[src/tdf_pkg.sv]
// tdf_pkg: constants and carrier types for the trace data view formatter
// assumes: core transfer fields arrive on ref_clk, registers over AXI4-Lite
package tdf_pkg;
  // ---------------------------------------------------------------
  // register map
  // ---------------------------------------------------------------
  localparam logic [7:0] OFF_CTRL    = 8'h00;
  localparam logic [7:0] OFF_STATUS  = 8'h04;
  localparam logic [7:0] OFF_COUNT   = 8'h08;
  localparam int         CTRL_GEN2   = 0;
  localparam int         CTRL_DADDR  = 1;
  localparam int         CTRL_ENABLE = 2;
  localparam logic [2:0] CTRL_RESET  = 3'h7;
  localparam logic [1:0] RESP_OKAY   = 2'h0;
  localparam logic [1:0] RESP_SLVERR = 2'h2;

  // ---------------------------------------------------------------
  // transfer sizes and instruction classes
  // ---------------------------------------------------------------
  typedef enum logic [1:0] {
    TDF_SZ_BYTE = 2'h0,
    TDF_SZ_HALF = 2'h1,
    TDF_SZ_WORD = 2'h2,
    TDF_SZ_DBL  = 2'h3
  } tdf_size_t;

  typedef enum logic [4:0] {
    TDF_OP_SINGLE   = 5'h00,
    TDF_OP_COPROC   = 5'h01,
    TDF_OP_MULTI    = 5'h02,
    TDF_OP_DUAL     = 5'h03,
    TDF_OP_EXCL_DBL = 5'h04,
    TDF_OP_CP_PAIR  = 5'h05,
    TDF_OP_PUSHPOP  = 5'h06,
    TDF_OP_RFE_SRS  = 5'h07,
    TDF_OP_SWAP_W   = 5'h08,
    TDF_OP_SWAP_B   = 5'h09,
    TDF_OP_V_MULTI  = 5'h0A,
    TDF_OP_V_PUSHPOP = 5'h0B,
    TDF_OP_V_DBL    = 5'h0C,
    TDF_OP_V_ELEM   = 5'h0D,
    TDF_OP_V_MOV2   = 5'h0E,
    TDF_OP_V_SINGLE = 5'h0F
  } tdf_op_t;

  // ---------------------------------------------------------------
  // carriers
  // ---------------------------------------------------------------
  typedef struct packed {
    logic [31:0] req_addr;
    logic [31:0] mem_addr;
    logic [63:0] mem_data;
    tdf_size_t   size;
    logic        unaligned_ctrl;
    logic        word_big_ctrl;
    logic        cond_pass;
    logic [3:0]  xfer_count;
    tdf_op_t     op;
  } tdf_xfer_t;

  typedef struct packed {
    logic [31:0] addr;
    logic [63:0] data;
    tdf_size_t   size;
    logic        byte_big;
    logic        multi;
  } tdf_trace_t;
endpackage

[src/tdf_formatter.sv]
// tdf_formatter: picks traced address and byte order of each transfer
// assumes: core drives xfer fields synchronous to ref_clk, one per valid
//
// The implementer's own choices: register access over AXI4-Lite and the register addresses.
`timescale 1ns/1ps
`default_nettype none
module tdf_formatter (
  // clock and reset
  input  wire logic                 ref_clk,
  input  wire logic                 reset_n,
  // core transfer
  input  wire logic                 xfer_valid,
  input  wire tdf_pkg::tdf_xfer_t   xfer,
  input  wire logic                 current_program_status_word_e,
  // trace output
  output logic                      trace_valid,
  output tdf_pkg::tdf_trace_t       trace,
  // AXI4-Lite slave
  input  wire logic [7:0]           s_awaddr,
  input  wire logic                 s_awvalid,
  output logic                      s_awready,
  input  wire logic [31:0]          s_wdata,
  input  wire logic [3:0]           s_wstrb,
  input  wire logic                 s_wvalid,
  output logic                      s_wready,
  output logic [1:0]                s_bresp,
  output logic                      s_bvalid,
  input  wire logic                 s_bready,
  input  wire logic [7:0]           s_araddr,
  input  wire logic                 s_arvalid,
  output logic                      s_arready,
  output logic [31:0]               s_rdata,
  output logic [1:0]                s_rresp,
  output logic                      s_rvalid,
  input  wire logic                 s_rready
);
  // ---------------------------------------------------------------
  // byte swap helpers
  // ---------------------------------------------------------------
  function automatic logic [31:0] swap_word(input logic [31:0] w);
    swap_word = {w[7:0], w[15:8], w[23:16], w[31:24]};
  endfunction

  function automatic logic [15:0] swap_half(input logic [15:0] h);
    swap_half = {h[7:0], h[15:8]};
  endfunction

  // ---------------------------------------------------------------
  // register state
  // ---------------------------------------------------------------
  logic [2:0]  ctrl_q, ctrl_d;
  logic        last_big_q, last_big_d;
  logic        last_multi_q, last_multi_d;
  logic [31:0] count_q, count_d;
  logic        aw_got_q, aw_got_d;
  logic        w_got_q, w_got_d;
  logic [7:0]  awaddr_q, awaddr_d;
  logic [31:0] wdata_q, wdata_d;
  logic [3:0]  wstrb_q, wstrb_d;
  logic        bvalid_q, bvalid_d;
  logic [1:0]  bresp_q, bresp_d;
  logic        rvalid_q, rvalid_d;
  logic [31:0] rdata_q, rdata_d;
  logic [1:0]  rresp_q, rresp_d;

  // ---------------------------------------------------------------
  // trace state
  // ---------------------------------------------------------------
  logic                trace_valid_q, trace_valid_d;
  tdf_pkg::tdf_trace_t trace_q, trace_d;
  logic                big_mode;
  logic                is_multi_class;
  logic [63:0]         view_data;

  assign trace_valid = trace_valid_q;
  assign trace       = trace_q;

  // ---------------------------------------------------------------
  // instruction classification
  // ---------------------------------------------------------------
  always_comb begin
    case (xfer.op)
      tdf_pkg::TDF_OP_COPROC,
      tdf_pkg::TDF_OP_MULTI,
      tdf_pkg::TDF_OP_DUAL,
      tdf_pkg::TDF_OP_EXCL_DBL,
      tdf_pkg::TDF_OP_CP_PAIR,
      tdf_pkg::TDF_OP_PUSHPOP,
      tdf_pkg::TDF_OP_RFE_SRS,
      tdf_pkg::TDF_OP_SWAP_W,
      tdf_pkg::TDF_OP_SWAP_B:   is_multi_class = 1'b1;
      tdf_pkg::TDF_OP_V_MULTI,
      tdf_pkg::TDF_OP_V_PUSHPOP,
      tdf_pkg::TDF_OP_V_DBL,
      tdf_pkg::TDF_OP_V_ELEM,
      tdf_pkg::TDF_OP_V_MOV2:   is_multi_class = 1'b1;
      default:                  is_multi_class = 1'b0;
    endcase
  end

  // ---------------------------------------------------------------
  // data view selection
  // ---------------------------------------------------------------
  // memory data arrives in memory byte order, zero extended, low lanes
  always_comb begin
    big_mode  = current_program_status_word_e | xfer.word_big_ctrl;
    view_data = xfer.mem_data;
    // lane mapping decided only by size, control, status
    if (ctrl_q[tdf_pkg::CTRL_GEN2] && current_program_status_word_e) begin
      case (xfer.size)
        tdf_pkg::TDF_SZ_HALF:
          view_data = {48'h0, swap_half(xfer.mem_data[15:0])};
        tdf_pkg::TDF_SZ_WORD:
          view_data = {32'h0, swap_word(xfer.mem_data[31:0])};
        tdf_pkg::TDF_SZ_DBL:
          // swap within each word, words stay in memory order
          view_data = {swap_word(xfer.mem_data[63:32]),
                       swap_word(xfer.mem_data[31:0])};
        default:
          view_data = xfer.mem_data;
      endcase
    end
  end

  // ---------------------------------------------------------------
  // trace output path
  // ---------------------------------------------------------------
  always_comb begin
    trace_valid_d = xfer_valid && ctrl_q[tdf_pkg::CTRL_ENABLE];
    trace_d       = trace_q;
    last_big_d    = last_big_q;
    last_multi_d  = last_multi_q;
    count_d       = count_q;
    if (trace_valid_d) begin
      trace_d.addr = xfer.req_addr;
      trace_d.data = view_data;
      trace_d.size = xfer.size;
      // unaligned and word-invariant bits are not carried
      trace_d.byte_big = ctrl_q[tdf_pkg::CTRL_DADDR]
                         & current_program_status_word_e;
      trace_d.multi = xfer.cond_pass && (xfer.xfer_count > 4'h1)
                      && is_multi_class;
      last_big_d   = big_mode;
      last_multi_d = trace_d.multi;
      if (trace_d.multi) begin
        count_d = count_q + 32'h1;
      end
    end
  end

  // ---------------------------------------------------------------
  // AXI4-Lite write channel
  // ---------------------------------------------------------------
  assign s_awready = !aw_got_q && !bvalid_q;
  assign s_wready  = !w_got_q && !bvalid_q;
  assign s_bvalid  = bvalid_q;
  assign s_bresp   = bresp_q;

  always_comb begin
    aw_got_d = aw_got_q;
    w_got_d  = w_got_q;
    awaddr_d = awaddr_q;
    wdata_d  = wdata_q;
    wstrb_d  = wstrb_q;
    bvalid_d = bvalid_q;
    bresp_d  = bresp_q;
    ctrl_d   = ctrl_q;
    if (s_awvalid && s_awready) begin
      aw_got_d = 1'b1;
      awaddr_d = s_awaddr;
    end
    if (s_wvalid && s_wready) begin
      w_got_d = 1'b1;
      wdata_d = s_wdata;
      wstrb_d = s_wstrb;
    end
    if (aw_got_q && w_got_q) begin
      aw_got_d = 1'b0;
      w_got_d  = 1'b0;
      bvalid_d = 1'b1;
      bresp_d  = tdf_pkg::RESP_OKAY;
      case (awaddr_q[7:2])
        tdf_pkg::OFF_CTRL[7:2]: begin
          if (wstrb_q[0]) begin
            ctrl_d = wdata_q[2:0];
          end
        end
        tdf_pkg::OFF_STATUS[7:2],
        tdf_pkg::OFF_COUNT[7:2]: bresp_d = tdf_pkg::RESP_OKAY;
        default: bresp_d = tdf_pkg::RESP_SLVERR;
      endcase
    end
    if (bvalid_q && s_bready) begin
      bvalid_d = 1'b0;
    end
  end

  // ---------------------------------------------------------------
  // AXI4-Lite read channel
  // ---------------------------------------------------------------
  assign s_arready = !rvalid_q;
  assign s_rvalid  = rvalid_q;
  assign s_rdata   = rdata_q;
  assign s_rresp   = rresp_q;

  always_comb begin
    rvalid_d = rvalid_q;
    rdata_d  = rdata_q;
    rresp_d  = rresp_q;
    if (s_arvalid && s_arready) begin
      rvalid_d = 1'b1;
      rresp_d  = tdf_pkg::RESP_OKAY;
      case (s_araddr[7:2])
        tdf_pkg::OFF_CTRL[7:2]:   rdata_d = {29'h0, ctrl_q};
        tdf_pkg::OFF_STATUS[7:2]: rdata_d = {30'h0, last_multi_q,
                                             last_big_q};
        tdf_pkg::OFF_COUNT[7:2]:  rdata_d = count_q;
        default: begin
          rdata_d = 32'h0;
          rresp_d = tdf_pkg::RESP_SLVERR;
        end
      endcase
    end else if (rvalid_q && s_rready) begin
      rvalid_d = 1'b0;
    end
  end

  // ---------------------------------------------------------------
  // registers
  // ---------------------------------------------------------------
  always_ff @(posedge ref_clk) begin
    if (!reset_n) begin
      ctrl_q        <= tdf_pkg::CTRL_RESET;
      last_big_q    <= 1'b0;
      last_multi_q  <= 1'b0;
      count_q       <= 32'h0;
      aw_got_q      <= 1'b0;
      w_got_q       <= 1'b0;
      awaddr_q      <= 8'h0;
      wdata_q       <= 32'h0;
      wstrb_q       <= 4'h0;
      bvalid_q      <= 1'b0;
      bresp_q       <= 2'h0;
      rvalid_q      <= 1'b0;
      rdata_q       <= 32'h0;
      rresp_q       <= 2'h0;
      trace_valid_q <= 1'b0;
      trace_q       <= '0;
    end else begin
      ctrl_q        <= ctrl_d;
      last_big_q    <= last_big_d;
      last_multi_q  <= last_multi_d;
      count_q       <= count_d;
      aw_got_q      <= aw_got_d;
      w_got_q       <= w_got_d;
      awaddr_q      <= awaddr_d;
      wdata_q       <= wdata_d;
      wstrb_q       <= wstrb_d;
      bvalid_q      <= bvalid_d;
      bresp_q       <= bresp_d;
      rvalid_q      <= rvalid_d;
      rdata_q       <= rdata_d;
      rresp_q       <= rresp_d;
      trace_valid_q <= trace_valid_d;
      trace_q       <= trace_d;
    end
  end
endmodule
`default_nettype wire

[config.mk]
export PLATFORM = sky130hd
export DESIGN_NAME = tdf_formatter
export DESIGN_NICKNAME = d
export VERILOG_FILES = /design/src/tdf_pkg.sv /design/src/tdf_formatter.sv
export SDC_FILE = /design/constraint.sdc
export NUM_CORES = 1
export LEC_CHECK = 0
export BUFFER_PORTS_ARGS = -buffer_cell sky130_fd_sc_hd__buf_2
export CORE_MARGIN = 10
export CORE_UTILIZATION = 42
export CTS_CLUSTER_SIZE = 8
export DETAILED_ROUTE_END_ITERATION = 7
export HOLD_SLACK_MARGIN = 0.06
export PLACE_DENSITY = 0.84
export SYNTH_ARGS = -nofsm -noshare
export SYNTH_HDL_FRONTEND = slang
export SYNTH_SLANG_ARGS = --single-unit
[constraint.sdc]
create_clock -name ref_clk -period 1.9 [get_ports ref_clk]
set_input_delay 0.475 -clock ref_clk [delete_from_list [all_inputs] [get_ports ref_clk]]
set_output_delay 0.475 -clock ref_clk [all_outputs]
set_load 0.03 [all_outputs]
==> results of run 1 <==
-- sequential cells by signal (all words and copies together), names as in the netlist --
name	count
trace	100
count_q	32
s_rdata	32
awaddr_q	6
ctrl_q	3
wdata_q	3
aw_got_q	1
last_big_q	1
s_bresp	1
s_bvalid	1
s_rresp	1
s_rvalid	1
trace_valid	1
w_got_q	1
wstrb_q	1
-- per-stage QoR --
| stage | TNS, ps | util (%) |
|---|---|---|
| after floorplan | 0 | - |
| after global placement | -536 | 53.3 |
| after detailed placement | -1170 | 53.3 |
| after CTS | 0 | 56.6 |
| after global routing | 0 | 56.8 |
| final | 0 | 56.8 |
-- Yosys cell counts, types with 14 or more instances --
master / count
a221oi_1: 48
a222oi_1: 16
mux2i_1: 18
nor3_1: 56
a21oi_1: 54
dfxtp_1: 185
nor2_1: 135
nand2_1: 95
clkbuf_1: 62
a211oi_1: 18
a22oi_1: 31
nand3_1: 14
-- cell type report --
type,count,share of cell area [%]
antenna,3,0.0764
clock buffer,18,4.47
clock inverter,13,1.21
inverter,11,0.445
multi-input combinational,586,34.7
sequential,185,37.7
tap,225,2.86
timing repair buffer,319,18.6
-- worst max-delay path: cells and delay by family (launching register included) --
family	cells	cell delay [ps]
compound gates	1	150
simple gates	4	1070
flops	1	340
buf+inv	1	200
-- kinds of logic after synthesis --
| family | count (synthesis) |
|---|---|
| multiplexers | 19 |
| XOR/XNOR | 13 |
| other | 1 |
| adder cells (fa/ha/maj) | 1 |
| AO/OA/AOI/OAI | 191 |
| buffers and inverters | 81 |
| AND/OR/NAND/NOR | 360 |
| flip-flops | 185 |
-- path summary, 6_finish.rpt --
path | to | slack [ps]
worst max register to register | count_q[27]$_SDFFE_PN0P_ | 70
worst min register to register | trace[68]$_SDFFE_PN0P_ | 450
worst min-delay path | s_rvalid$_SDFFE_PN0P_ | 220
worst max-delay path | count_q[27]$_SDFFE_PN0P_ | 70
-- repair_timing --
action | 4_1_cts | 5_1_grt
endpoints found under the setup margin | 0 | 5
setup buffers | 0 | 0
resized for setup | 0 | 7
-- power groups by stage --
stage               Sequential, W  Clock (W)  Combinational (W)
floorplan                 0.00451          0           0.000495
global placement          0.00422          0            0.00128
detailed placement        0.00423          0            0.00130
CTS                       0.00414    0.00348            0.00130
global route              0.00416    0.00363            0.00140
finish                    0.00414    0.00342            0.00129
-- routing by layer --
metal | share of wire, % | vias to the layer above | track usage, %
li1 | - | 3624 | -
met1 | 38 | 3576 | 22.1
met2 | 51 | 327 | 36.3
met3 | 9.8 | 29 | 8.72
met4 | 1.4 | 0 | 5.72
met5 | 0 | - | 0
==> out/metrics.yaml, run 1 <==
outcome: "finished, final reports clean"
antenna_found_initial: 3
grt_max_degree: 117
syn_area_um2: 7390
synth_area_leaders: "dfxtp_1, nor2_1, a221oi_1, nand2_1, nor3_1"
io_pins: 345
wl_per_cell_um: 18.7
critPathSlowestCell: "or4_1"
avgSynthCellArea_um2: 8.68
fin_crit_ps: 1830
min_from: "s_rready"
dp.cells: 1326
synth_edf_count: 0
rsz0062_at_grt: "no"
power_density_nw_per_um2: 901
synth_compound_area_share_pct: 18.6
hold_violations: 0
die_area_um2: 23300
tightest_slew_ps: 564
overflow: 0
port_buffers: 272
fp.dieH_um: 153
die_w_um: 153
cp-start-kind: "flop"
hold-worst-slack_ps: 225
synth_warnings: 0
synth_seq_cells: 185
cts.sinks: 185
min_path_type: "input port to flop"
cp_max_fo: 3
synthArstFlopShare_pct: 0
synth_simple_gate_area_share_pct: 22.5
max_freq_mhz: 547
synth_xor_area_share_pct: 1.54
dpl_worst_slack_ps: -149
coreArea_um2: 17300
setup_viol: 0
initial_utilization_pct: 42.7
finalWeightedCongestion: 0.828
layout_commonest_cell: "buf_2"
relSlewSlack_pct: 62.4
end_kind: "flop"
p_seq_share_pct: 46.7
hold_buffers: 0
setup.worst_path.start: "count_q[18]$_SDFFE_PN0P_"
hpwlAfterDp_um: 18800
cp.arrival_ps: 2180
holdPathStages: 2
routed_wl_um: 25500
ant_nets: 0
cts_tree: "yes"
synthMuxAreaShare_pct: 2.59
skew_ps: 14.4
crit_type: "flop to flop"
postLayoutCellArea_um2: 9830
synth_top_area_share_pct: 50.1
fin_nets: 1324
required_ps: 2260
htreeDepth: 4
synth_top_family_by_area: "simple AND/OR/NAND/NOR gates"
yosysUniqueCellTypes: 49
p_comb_share_pct: 14.6
drc: 0
multiInputGateArea_um2: 3410
ys_seq_area_share_pct: 50.1
fin_ws_ps: 73.4
fillers: 1560
postSynthCellCount: 851
grt_util_all_layers_pct: 20.6
clkLatencyLatePin_ps: 430
grt_pass1_wl_um: 39400
ff2ff_path_depth: 6
placed_cell_area_um2: 9230
vdd_drop_max_v: 0.000613
final_cell_mix: "buf_2, dfxtp_1, nor2_1"
p_sw_w: 0.00252
path_clk_slew_ps: 70
crit_chain: "nand4_1 -> buf_4 -> nor4_2 -> nand2_1 -> or4_1 -> a21oi_1"
cts.path.max_buffers: 2
vias: 7556
drv_slew: 0
p_int_w: 0.00634
power_w: 0.00885
drtIter0Drc: 526
layout.cells.non_filler: 1360
p_leak_nw: 4.33
fp-row-count: 48
period_share_pct: 96.1
r2r_start: "count_q[18]$_SDFFE_PN0P_"
drt_pre_antenna_iters: 7
cts_root_buf: "clkbuf_16"
p_sw_share_pct: 28.4
seqCellArea_um2: 3700
via_per_inst: 5.56
synthAdderAreaFrac_pct: 0.169
grt_pass1_vias: 7346
ys.flop_type: "dfxtp_1"
maxCapViolCount: 0
numCtsBuffers: 17
pwr-share-clk_pct: 38.7
yosys.area.top_type: "dfxtp_1"
slowest_delay_ps: 470
drive_gt1_share_pct: 32.8
synthToLayoutAreaGrowth_pct: 33.0
Power figures use the tool's default switching activity.
==> run 2, diff against run 1 <==
Settings changed: REMOVE_ABC_BUFFERS set to 1.
==> out/metrics.yaml, run 2 (same netlist as run 1, synthesis figures left out) <==
numCtsBuffers: 17  # unchanged
vias: 7397  # -2.1%
period_share_pct: 99.6  # +3.5 points
drtIter0Drc: 454  # -14%
reg2reg_slack_ps: 8  # -70 ps
worstHoldEndpoint: "s_rvalid$_SDFFE_PN0P_"
power_density_nw_per_um2: 927  # +2.9%
port_buffers: 272  # unchanged
tightest_slew_ps: 545  # -18.9 ps
min_from: "s_rready"
required_ps: 2250  # about the same
die_area_um2: 23300  # unchanged
grt_pass1_vias: 7191  # -2.1%
final_cell_mix: "buf_2, dfxtp_1, nor2_1"
grt_pass1_wl_um: 37100  # -5.8%
routed_wl_um: 23300  # -8.3%
fp-row-count: 48  # unchanged
min_path_type: "input port to flop"
wl_per_cell_um: 17.2  # -8.2%
ff2ff_path_depth: 7  # +1
dp.cells: 1322  # -0.30%
coreArea_um2: 17300  # unchanged
setup_viol: 0  # unchanged
power_w: 0.00916  # +3.5%
rsz0062_at_grt: "yes"
cts_tree: "yes"
antenna_found_initial: 4  # +1
p_leak_nw: 4.36  # +0.56%
fp.dieH_um: 153  # unchanged
drv_slew: 0  # unchanged
worstReg2RegEnd: "count_q[27]$_SDFFE_PN0P_"
cts_root_buf: "clkbuf_16"
clkLatencyLatePin_ps: 420  # about the same
grt_util_all_layers_pct: 18.9  # -1.7 points
maxCapViolCount: 0  # unchanged
vdd_drop_max_v: 0.000581  # -5.2%
r2r_start: "count_q[17]$_SDFFE_PN0P_"
skew_ps: 13.5  # -0.881 ps
violations: "DRC"
ant_nets: 0  # unchanged
hpwlAfterDp_um: 17000  # -9.4%
outcome: "finished, violations left"
hold_buffers: 0  # unchanged
cp.arrival_ps: 2250  # +70 ps
crit_type: "flop to flop"
fin_crit_ps: 1890  # +65.9 ps
layout_commonest_cell: "buf_2"
cp-start-kind: "flop"
initial_utilization_pct: 42.7  # unchanged
path_clk_slew_ps: 70  # about the same
drt_pre_antenna_iters: 8  # +1
holdPathStages: 2  # unchanged
finalWeightedCongestion: 0.848  # +2.4%
drc: 9  # +9
relSlewSlack_pct: 63.6  # +1.3 points
synthToLayoutAreaGrowth_pct: 33.8
layout.cells.non_filler: 1359  # -0.074%
grt_max_degree: 117  # unchanged
via_per_inst: 5.44  # -2.0%
cp_max_fo: 3  # unchanged
hold_violations: 0  # unchanged
drive_gt1_share_pct: 33.0  # +0.21 points
cts.path.max_buffers: 2  # unchanged
max_freq_mhz: 528  # -3.5%
largest_reg_flops: 100  # unchanged
cts.sinks: 185  # unchanged
fin_nets: 1323  # -0.076%
overflow: 0  # unchanged
die_w_um: 153  # unchanged
io_pins: 345  # unchanged
end_kind: "flop"
htreeDepth: 4  # unchanged
[run 2: per-layer routing]
metal | global-route usage (%) | part of all wire (%) | up-vias
met5 | 0 | 0.039 | -
met4 | 5.81 | 1.5 | 2
met3 | 9.62 | 12 | 28
met2 | 31.7 | 49 | 303
met1 | 20.3 | 38 | 3441
li1 | - | - | 3623
[run 2: critical path, stage by stage, from the launching register on]
cell and delay, ps:
dfxtp_1 330, nand4_1 160, buf_4 180, buf_4 130, nor4_2 290, nand2_1 110
or4_1 480, a21oi_1 150
[run 2: repair_timing]
| item | in CTS | in global routing |
|---|---|---|
| resized for setup | 1 | 9 |
| hold endpoints to repair | 0 | 0 |
| setup buffers | 1 | 2 |
| setup endpoints to repair | 3 | 10 |
| pin swaps | 1 | 4 |
| gates cloned | 0 | 0 |
[run 2: layout make-up]
cell class / count / area (µm²)
multi-input combinational: 586 / 3400
clock buffer: 18 / 429
antenna: 3 / 7.51
inverter: 11 / 43.8
fill: 1531 / 7410
timing repair buffer: 318 / 1830
sequential: 185 / 3710
tap: 225 / 282
clock inverter: 13 / 190
[run 2: worst max-delay path by stage]
stage	start	end	slack, ps	depth (start not counted)
floorplan	reset_n	s_rvalid$_SDFFE_PN0P_	-1960	2
global placement	xfer[4]	count_q[26]$_SDFFE_PN0P_	-110	6
detailed placement	xfer[1]	count_q[25]$_SDFFE_PN0P_	-140	6
CTS	count_q[5]$_SDFFE_PN0P_	count_q[27]$_SDFFE_PN0P_	10	5
global route	count_q[18]$_SDFFE_PN0P_	count_q[28]$_SDFFE_PN0P_	-160	6
finish	count_q[17]$_SDFFE_PN0P_	count_q[27]$_SDFFE_PN0P_	8	7
[run 2: through the flow]
| step | hold WS [ps] | setup TNS [ps] | setup WS (ps) | util [%] | area [µm²] |
|---|---|---|---|---|---|
| after floorplan | 439 | -293250 | -1960 | - | 7110 |
| after global placement | 437 | -955 | -110 | 53.2 | 9210 |
| after detailed placement | 445 | -1570 | -138 | 53.2 | 9210 |
| after CTS | 222 | 0 | 13.5 | 56.9 | 9840 |
| after global routing | 232 | -747 | -160 | 57.2 | 9890 |
| final | 242 | 0 | 7.55 | 57.2 | 9890 |
[run 2: power by group]
group,switching (W),internal (W),leakage [nW]
Clock,0.00153,0.00222,0.302
Sequential,0.0000895,0.00405,1.52
Combinational,0.000832,0.000446,2.54
Total,0.00246,0.00671,4.36
